$ cat src/apm_pkg.sv
package apm_pkg;

    // Register offsets on the plain register port
    localparam logic [3:0] APM_MODE_OFS = 4'h0;
    localparam logic [3:0] APM_BLOCK_OFS = 4'h4;
    localparam logic [3:0] APM_RESET_OFS = 4'h8;
    localparam logic [3:0] APM_STATUS_OFS = 4'hC;

    // Mode control field positions
    localparam int APM_MODE_PS_LSB = 0;
    localparam int APM_MODE_RDIS_BIT = 2;
    localparam int APM_MODE_BYP_BIT = 3;
    localparam int APM_MODE_MONO_BIT = 4;

    // Mode control reset value: zero power, regulator mode, no bypass, stereo
    localparam logic [7:0] APM_MODE_RST = 8'h00;
    // Block control reset value: every block deselected
    localparam logic [7:0] APM_BLOCK_RST = 8'h00;

    // Power state field codes
    localparam logic [1:0] APM_PS_ZERO = 2'h0;
    localparam logic [1:0] APM_PS_STANDBY = 2'h1;
    localparam logic [1:0] APM_PS_OPER = 2'h2;

    // Decoded power state
    typedef enum logic [1:0] {
        APM_ZERO,
        APM_STANDBY,
        APM_OPER
    } apm_state_e;

    // Mode control register layout
    typedef struct packed {
        logic [2:0] spare;
        logic mono_select;
        logic regulator_bypass;
        logic regulator_disable_select;
        logic [1:0] power_state_field;
    } apm_mode_s;

    // Block control register layout
    typedef struct packed {
        logic headphone_common_enable;
        logic hp_right_sel;
        logic hp_left_sel;
        logic earpiece_sel;
        logic speaker_sel;
        logic aux_sel;
        logic ain_sel;
        logic dac_sel;
    } apm_block_s;

    // Enables driven to the analog and datapath blocks
    typedef struct packed {
        logic regulator_enable;
        logic bypass_switch_close;
        logic charge_pump_enable;
        logic reference_bias_enable;
        logic dac_left_enable;
        logic dac_right_enable;
        logic right_sample_discard;
        logic ain_enable;
        logic aux_enable;
        logic speaker_enable;
        logic earpiece_enable;
        logic hp_left_enable;
        logic hp_right_enable;
        logic right_hp_from_left;
        logic headphone_common_output;
    } apm_ctrl_s;

    localparam apm_ctrl_s APM_CTRL_OFF = '0;

endpackage

$ cat src/apm_pin_sync.sv
`timescale 1ns/100ps
`default_nettype none

// Three-stage pin synchroniser; output follows once stages two and three agree
module apm_pin_sync (
    input wire logic core_clk,
    input wire logic rst_n,
    input wire logic ce,
    input wire logic pin_in,
    output logic pin_out
);

    logic meta_reg; // First stage, read only by the second
    logic s2_reg; // Second stage
    logic s3_reg; // Third stage

    // Shift chain; idle level of the pin is high
    always_ff @(posedge core_clk or negedge rst_n) begin
        if (!rst_n) begin
            meta_reg <= 1'b1;
            s2_reg <= 1'b1;
            s3_reg <= 1'b1;
        end else if (ce) begin
            meta_reg <= pin_in;
            s2_reg <= meta_reg;
            s3_reg <= s2_reg;
        end
    end

    // Accept a new level only when two stages agree
    always_ff @(posedge core_clk or negedge rst_n) begin
        if (!rst_n) begin
            pin_out <= 1'b1;
        end else if (ce && (s2_reg == s3_reg)) begin
            pin_out <= s3_reg;
        end
    end

endmodule

`default_nettype wire

$ cat src/apm_power_ctrl.sv
// Our own choices: the register addresses and the plain strobed port.
`timescale 1ns/100ps
`default_nettype none

module apm_power_ctrl
    import apm_pkg::*;
#(
    parameter int ADDR_W = 4,
    parameter int DATA_W = 8
) (
    input wire logic core_clk,
    input wire logic rst_n,
    input wire logic ce,
    input wire logic hardware_reset_pin_n,
    input wire logic [ADDR_W-1:0] reg_addr,
    input wire logic [DATA_W-1:0] reg_wdata,
    input wire logic reg_wr,
    input wire logic reg_rd,
    output logic [DATA_W-1:0] reg_rdata,
    output apm_ctrl_s ctrl_out,
    output apm_state_e power_state
);

    apm_mode_s mode_reg; // Mode control register
    apm_block_s block_reg; // Block control register
    apm_ctrl_s ctrl_next; // Next block enables
    apm_state_e state_next; // Decoded state from mode register
    logic pin_level; // Filtered reset pin level
    logic soft_clear; // Return registers to defaults
    logic byp_active; // Bypass switch actually closed
    logic wr_mode; // Write to mode register
    logic wr_block; // Write to block register
    logic wr_reset; // Write to reset register

    // Decode the power field; the fourth code falls back to zero power
    function automatic apm_state_e decode_state(input logic [1:0] field);
        apm_state_e st;
        st = APM_ZERO;
        unique case (field)
            APM_PS_STANDBY: st = APM_STANDBY;
            APM_PS_OPER: st = APM_OPER;
            default: st = APM_ZERO;
        endcase
        return st;
    endfunction

    // Register address match
    function automatic logic hit(input logic [ADDR_W-1:0] a, input logic [3:0] ofs);
        return a == ADDR_W'(ofs);
    endfunction

    // Reset pin comes from outside the clock domain
    apm_pin_sync u_pin_sync (
        .core_clk(core_clk),
        .rst_n(rst_n),
        .ce(ce),
        .pin_in(hardware_reset_pin_n),
        .pin_out(pin_level)
    );

    // Write decode
    assign wr_mode = reg_wr && hit(reg_addr, APM_MODE_OFS);
    assign wr_block = reg_wr && hit(reg_addr, APM_BLOCK_OFS);
    assign wr_reset = reg_wr && hit(reg_addr, APM_RESET_OFS);

    // Pin held low or any reset register write clears the registers
    assign soft_clear = !pin_level || wr_reset;

    // Mode control register; writable in every state
    always_ff @(posedge core_clk or negedge rst_n) begin
        if (!rst_n) begin
            mode_reg <= apm_mode_s'(APM_MODE_RST);
        end else if (ce) begin
            if (soft_clear) begin
                mode_reg <= apm_mode_s'(APM_MODE_RST);
            end else if (wr_mode) begin
                mode_reg <= apm_mode_s'(reg_wdata[7:0]);
                mode_reg.spare <= 3'h0;
            end
        end
    end

    // Block control register; kept intact across state changes
    always_ff @(posedge core_clk or negedge rst_n) begin
        if (!rst_n) begin
            block_reg <= apm_block_s'(APM_BLOCK_RST);
        end else if (ce) begin
            if (soft_clear) begin
                block_reg <= apm_block_s'(APM_BLOCK_RST);
            end else if (wr_block) begin
                block_reg <= apm_block_s'(reg_wdata[7:0]);
            end
        end
    end

    // Effective state and bypass
    always_comb begin
        state_next = decode_state(mode_reg.power_state_field);
        // Bypass only allowed outside operational
        byp_active = mode_reg.regulator_bypass && (state_next != APM_OPER);
    end

    // Derive every block enable from state and control registers
    always_comb begin
        ctrl_next = APM_CTRL_OFF;
        ctrl_next.bypass_switch_close = byp_active;
        if (state_next != APM_ZERO) begin
            // Regulator runs unless disabled or bypassed
            ctrl_next.regulator_enable = !mode_reg.regulator_disable_select && !byp_active;
            // Charge pump only in non-regulator mode
            ctrl_next.charge_pump_enable = mode_reg.regulator_disable_select;
            ctrl_next.reference_bias_enable = 1'b1;
        end
        if (state_next == APM_OPER) begin
            // Block control becomes transparent
            ctrl_next.dac_left_enable = block_reg.dac_sel;
            ctrl_next.dac_right_enable = block_reg.dac_sel && !mode_reg.mono_select;
            ctrl_next.right_sample_discard = mode_reg.mono_select;
            ctrl_next.ain_enable = block_reg.ain_sel;
            ctrl_next.aux_enable = block_reg.aux_sel;
            ctrl_next.speaker_enable = block_reg.speaker_sel;
            ctrl_next.earpiece_enable = block_reg.earpiece_sel;
            ctrl_next.hp_left_enable = block_reg.hp_left_sel;
            ctrl_next.hp_right_enable = block_reg.hp_right_sel;
            ctrl_next.right_hp_from_left = mode_reg.mono_select;
            // Common driver on with either headphone side
            ctrl_next.headphone_common_output = block_reg.headphone_common_enable
                && (block_reg.hp_left_sel || block_reg.hp_right_sel);
        end
    end

    // Registered block enables
    always_ff @(posedge core_clk or negedge rst_n) begin
        if (!rst_n) begin
            ctrl_out <= APM_CTRL_OFF;
        end else if (ce) begin
            ctrl_out <= ctrl_next;
        end
    end

    // Registered power state
    always_ff @(posedge core_clk or negedge rst_n) begin
        if (!rst_n) begin
            power_state <= APM_ZERO;
        end else if (ce) begin
            power_state <= state_next;
        end
    end

    // Read data stands in the cycle after the strobe only
    always_ff @(posedge core_clk or negedge rst_n) begin
        if (!rst_n) begin
            reg_rdata <= '0;
        end else if (ce) begin
            reg_rdata <= '0;
            if (reg_rd) begin
                if (hit(reg_addr, APM_MODE_OFS)) begin
                    reg_rdata <= DATA_W'(mode_reg);
                end else if (hit(reg_addr, APM_BLOCK_OFS)) begin
                    reg_rdata <= DATA_W'(block_reg);
                end else if (hit(reg_addr, APM_STATUS_OFS)) begin
                    // Live state: state code, regulator, bypass, pump, bias
                    reg_rdata <= DATA_W'({ctrl_out.reference_bias_enable, ctrl_out.charge_pump_enable,
                        ctrl_out.bypass_switch_close, ctrl_out.regulator_enable, 2'h0, power_state});
                end
            end
        end
    end
endmodule

`default_nettype wire

$ cat config.mk
export PLATFORM = sky130hd
export DESIGN_NAME = apm_power_ctrl
export DESIGN_NICKNAME = d
export VERILOG_FILES = /design/src/apm_pkg.sv /design/src/apm_pin_sync.sv /design/src/apm_power_ctrl.sv
export SDC_FILE = /design/constraint.sdc
export NUM_CORES = 1
export LEC_CHECK = 0
export BUFFER_PORTS_ARGS = -buffer_cell sky130_fd_sc_hd__buf_4
export CAP_MARGIN = 10
export CORE_MARGIN = 2
export CORE_UTILIZATION = 40
export DETAILED_ROUTE_END_ITERATION = 10
export SETUP_SLACK_MARGIN = 0.05
export SLEW_MARGIN = 15
export SYNTH_ARGS = -nofsm -noshare
export SYNTH_HDL_FRONTEND = slang
export SYNTH_SLANG_ARGS = --single-unit
$ cat constraint.sdc
create_clock -name core_clk -period 1.2 [get_ports core_clk]
set_input_delay 0.06 -clock core_clk [delete_from_list [all_inputs] [get_ports core_clk]]
set_output_delay 0.06 -clock core_clk [all_outputs]
set_load 0.01 [all_outputs]
After elaboration in Yosys (flattened, before gate mapping)
Cells that the tools add are included.
{"block": "totals", "register_bits": 45, "romBits": 0, "latch_bits": 0, "n_memories": 0, "ramBits": 0, "wordCells": 74}
{"block": "classes", "reduce_logical": 20, "shifts": 0, "order_cmp": 0, "muxes": 12, "n_div": 0, "mul": 0, "addsub": 0, "n_bitwise": 0, "n_eq_ne": 8}
{"cell": "$mux 8", "count": 8}
{"cell": "$mux 11", "count": 1}
{"cell": "$eq 4x4->1 const B", "count": 2}
{"cell": "$logic_and 1x1->1", "count": 8}
{"cell": "$reduce_bool 2->1", "count": 3}
{"cell": "$eq 2x2->1 const B", "count": 2}
{"cell": "$eq 4x3->1 const B", "count": 1}
{"cell": "$logic_not 1->1", "count": 4}
{"cell": "$logic_not 4->1", "count": 1}
{"cell": "$pmux 2 s2", "count": 1}
{"cell": "$reduce_and 2->1", "count": 2}
{"cell": "$eq 2x1->1 const B", "count": 1}
{"cell": "$logic_or 1x1->1", "count": 2}
{"cell": "$mux 2", "count": 1}
{"cell": "$ne 2x2->1 const B", "count": 1}
{"cell": "$eq 1x1->1", "count": 1}
{"cell": "$mux 1", "count": 1}

Longest topological paths before layout
{"block": "depth", "depth_word": 7, "depth_mapped": 5, "ltp_nobuf": 5}

Cells and area by module
From an unflattened synthesis, not the netlist that was laid out.
{"block": "unflattened", "hier_cells": 160, "hier_area_um2": 1840.5}
{"module": "apm_power_ctrl", "cells_per_inst": 150, "instances": 1, "seq_area_each_um2": 925.9, "area_per_inst_um2": 1679.1}
{"module": "apm_pin_sync", "cells_per_inst": 10, "instances": 1, "seq_area_each_um2": 105.1, "area_per_inst_um2": 161.4}

Least setup slack after synthesis
Ideal clock, no wire load.
{"block": "synth_path", "path_kind": "in2reg", "start": "input reg_addr[2]", "end": "register mode_reg[0] (netlist bit)", "t_required_ns": 1.114, "n_path_buf": 1, "t_arrival_ns": 1.269, "path_stages": 4, "setup_slack_ns": -0.155, "setup_ns": 0.086, "path_cell_list": "or4b_1 > buf_2 > or3b_4 > o221ai_2"}
{"block": "synth_between", "elab_chain_cells": 5, "elab_cells_between_ends": 8, "cone_classes": "eq/ne (1); mux (1); reduce/logical (6)"}
{"item": "from (decl)", "line": "apm_power_ctrl.sv:15", "rtl": "input wire logic [ADDR_W-1:0] reg_addr,"}
{"item": "$eq 4x4->1", "line": "apm_power_ctrl.sv:49", "rtl": "return a == ADDR_W'(ofs);"}
{"item": "$logic_and 1x1->1", "line": "apm_power_ctrl.sv:64", "rtl": "assign wr_reset = reg_wr && hit(reg_addr, APM_RESET_OFS);"}
{"item": "$logic_or 1x1->1", "line": "apm_power_ctrl.sv:67", "rtl": "assign soft_clear = !pin_level || wr_reset;"}
{"item": "$reduce_bool 2->1 (no source line)"}
{"item": "$reduce_and 2->1 (no source line)"}
{"item": "to (signal assigned)", "line": "apm_power_ctrl.sv:72", "rtl": "mode_reg <= apm_mode_s'(APM_MODE_RST);"}
{"item": "to (signal assigned)", "line": "apm_power_ctrl.sv:75", "rtl": "mode_reg <= apm_mode_s'(APM_MODE_RST);"}
{"item": "to (signal assigned)", "line": "apm_power_ctrl.sv:77", "rtl": "mode_reg <= apm_mode_s'(reg_wdata[7:0]);"}
{"item": "to (decl)", "line": "apm_power_ctrl.sv:24", "rtl": "apm_mode_s mode_reg;"}
Parallel ways exist; a longest one is shown, timed or not.
A chain may end at the register's enable or synchronous reset.

Worst setup path in the final report
{"block": "layout_path", "start": "register mode_reg[1] (netlist bit)", "end": "register ctrl_out[14] (netlist bit)"}
{"block": "layout_between", "elab_chain_cells": 7, "elab_cells_between_ends": 9, "cone_classes": "eq/ne (3); mux (2); reduce/logical (4)"}
{"item": "$eq 2x2->1 or $eq 2x1->1 (tied branches)", "line": "apm_power_ctrl.sv:39", "rtl": "unique case (field)"}
{"item": "$pmux 2 s2 *", "line": "apm_power_ctrl.sv:39"}
{"item": "named net state_next[1]", "line": "apm_power_ctrl.sv:27", "rtl": "apm_state_e state_next;"}
{"item": "$ne 2x2->1", "line": "apm_power_ctrl.sv:100", "rtl": "byp_active = mode_reg.regulator_bypass && (state_next != APM_OPER);"}
{"item": "$logic_and 1x1->1", "line": "apm_power_ctrl.sv:100"}
{"item": "$logic_not 1->1", "line": "apm_power_ctrl.sv:109", "rtl": "ctrl_next.regulator_enable = !mode_reg.regulator_disable_select && !byp_active;"}
{"item": "$logic_and 1x1->1", "line": "apm_power_ctrl.sv:109"}
{"item": "$mux 1 *", "line": "apm_power_ctrl.sv:107", "rtl": "if (state_next != APM_ZERO) begin"}
{"item": "to (signal assigned)", "line": "apm_power_ctrl.sv:137", "rtl": "ctrl_out <= ctrl_next;"}
{"item": "to (decl)", "line": "apm_power_ctrl.sv:20", "rtl": "output apm_ctrl_s ctrl_out,"}
Mark *: on every way through the listed nets, which the timed path passes. The rest lies on a longest branch.

==> impl_metrics.tcl <==
set metrics [dict create \
    r2r-start "mode_reg[1]" \
    rsz0062_at_grt "true" \
    cp.buffers_inverters 0 \
    critPathLaunchType "flop" \
    path_class "flop to flop" \
    max_slew_margin 0.645 \
    antenna_found_initial 0 \
    slew_viol_final 0 \
    numCtsBuffers 5 \
    clockBufferDepth 2 \
    fin_tns_setup_ns 0 \
    syn_inst 173 \
    finalSetupViolations 0 \
    fp.dieW_um 72.5 \
    grt_max_degree 42 \
    dieHeight_um 72.5 \
    grt_pass1_vias 1505 \
    post-dp-hpwl_mm 3.10 \
    power.density_nw_per_um2 1100 \
    synth-xor-area-share 0.00467 \
    worst_hold_startpoint "reg_wdata[4]" \
    max_slew.worst_pin.slew_ns 0.532 \
    root_buffer "clkbuf_8" \
    synth-warning-count 0 \
    ir_drop_v 0.000594 \
    async_flop_share 1.00 \
    cts-htree-levels 2 \
    crit_start "mode_reg[1]" \
    synth_seq_cells 41 \
    dieArea_um2 5250 \
    vias 1496 \
    max_freq_mhz 862 \
    gp_routability_congestion 0.773 \
    nets 252 \
    avgSynthCellArea_um2 10.8 \
    synth.distinct_cells 34 \
    max-cap-violations 0 \
    clock_sinks 41 \
    synth_enable_flop_cells 0 \
    cpPeakStageDelay_ns 0.42 \
    portBuffers 42 \
    cp_top_family "flip-flops" \
    synth-simple-area-share 0.119 \
    grt_pass1_wl_mm 7.08 \
    outcome "finished clean" \
    routed_wl_mm 4.31 \
    synth_ff_type "dfrtp_1" \
    ant_nets 0 \
    insertion_delay_ns 0.29 \
    globalRoute.totalOverflow 0 \
    hold_viol 0 \
    period_share 0.966 \
    yosysSeqAreaShare 0.550 \
    muxShareOfSynthArea 0.102 \
    p_leak_nw 1.16 \
    synth_top_family_by_area "compound AO/OA/AOI/OAI gates" \
    arrival_ns 1.33 \
    drtIter0Drc 52 \
    syn_area_um2 1870 \
    largest_reg_flops 14 \
    setup_ws_ns 0.0402 \
    synth_compound_area_frac 0.144 \
    skew_ns 0.00380 \
    area_growth_pct 33.9 \
    clk_pin_slew_ns 0.08 \
    synth_nets 193 \
    worst_setup_path_end_kind "flop" \
    coreArea_um2 4440 \
    row_count 24 \
    first_pass_iters 6 \
    num_antenna_cells 0 \
    start_util 0.422 \
    routedWlPerCell_um 15.1 \
    synth-adder-area-share 0.0134 \
    slowest_stage "dfrtp_1" \
    boundaryPins 43 \
    cts_tree "yes" \
    gr-usage-all-layers 0.178 \
    drc_errors 0 \
    place_ws_ns -0.192 \
    worstPathRequired_ns 1.37 \
    period_needed_ns 1.16 \
    via_per_inst 5.25 \
    drive_gt1_frac 0.365 \
    path_max_fanout 2 \
    hold_path_class "input port to flop" \
    path_cells "ha_4 -> nor2b_4 -> nor3_2 -> mux2_2" \
]
worst paths after layout:
check	end	slack (ns)	cells past startpoint
max in group asynchronous	u_pin_sync.s3_reg	0.53	2
max reg2reg	ctrl_out[14]	0.04	4
min	block_reg[4]	0.01	2
min in group asynchronous	block_reg[6]	0.29	2
max	ctrl_out[14]	0.04	4
min reg2reg	u_pin_sync.pin_out	0.52	2
report_power, final:
part           internal, mW  switching, mW
Clock                 0.469          0.457
Sequential             1.44         0.0327
Combinational         0.172          0.185
cells by family after synthesis:
family                     after synthesis
adders and majority gates                2
buffers and inverters                   32
xor gates and xnor gates                 1
AOI/OAI and AO/OA                       41
DFF                                     41
and+or+nand+nor                         38
muxes                                   18
per-stage QoR:
stage	utilization	instances	power, mW	hold WS [ns]	cell area, um^2
floorplan	-	173	1.65	-0.236	1880
global placement	0.523	270	1.81	0.0649	2320
detailed placement	0.523	270	1.82	0.0784	2320
CTS	0.562	284	2.77	0.000374	2500
global route	0.565	285	2.87	0.00525	2510
finish	0.565	285	2.75	0.0130	2510
cells in the mapped netlist (4+ instances only):
| master | count | area (um^2) |
|---|---|---|
| buf_1 | 4 | 15.0 |
| o21ai_1 | 4 | 20.0 |
| nand2_1 | 5 | 18.8 |
| o22ai_1 | 6 | 37.5 |
| mux2i_1 | 9 | 90.1 |
| nand3_1 | 13 | 65.1 |
| dfrtp_1 | 37 | 926 |
| o21ai_0 | 11 | 55.1 |
| a22o_1 | 8 | 70.1 |
| dfstp_2 | 4 | 105 |
| a31oi_1 | 4 | 25.0 |
| nor2b_1 | 6 | 37.5 |
| clkbuf_1 | 5 | 18.8 |
| inv_1 | 20 | 75.1 |
| mux2_2 | 9 | 101 |
worst reg2reg max path, stage by stage, from the launching register on:
cell and delay (ns):
dfrtp_1 0.42, ha_4 0.19, nor2b_4 0.12, nor3_2 0.05, mux2_2 0.26
final cells by class:
cell class | instances | area, um^2
fillers | 396 | 1930
flip-flops and latches | 41 | 1030
multi-input cells | 100 | 746
repair buffers | 64 | 503
clock buffers | 8 | 90.1
inverters | 20 | 75.1
well taps | 52 | 65.1
timing repair:
| item | in CTS | in global routing |
|---|---|---|
| pin swaps | 0 | 1 |
| endpoints found under the hold margin | 42 | 0 |
| hold buffers | 6 | 0 |
| buffers inserted | 0 | 1 |
| resized for setup | 5 | 1 |
| endpoints found under the setup margin | 1 | 10 |
placed cells by master (no fill, tap or decap), drive strengths merged, types with 2 or more instances in the layout:
cell type	Yosys	layout
nor3	3	3
mux2	9	9
nor2	2	2
dlygate4sd3	0	6
or3b	2	2
o22ai	6	6
a22o	8	8
buf	7	58
dfstp	4	4
mux2i	9	9
a21oi	3	3
inv	20	20
nand2	5	5
ha	2	2
nor2b	6	6
a31oi	4	4
nand3	13	13
dfrtp	37	37
o21ai	15	15
o21a	3	3
clkbuf	5	8
routing by layer:
metal / track usage / share of wire / up-vias
met5: 0 / 0 / -
met4: 0.0700 / 0.018 / 0
met2: 0.293 / 0.49 / 51
li1: - / - / 720
met3: 0.0486 / 0.042 / 10
met1: 0.223 / 0.45 / 715
Power figures use the tool's default switching activity.
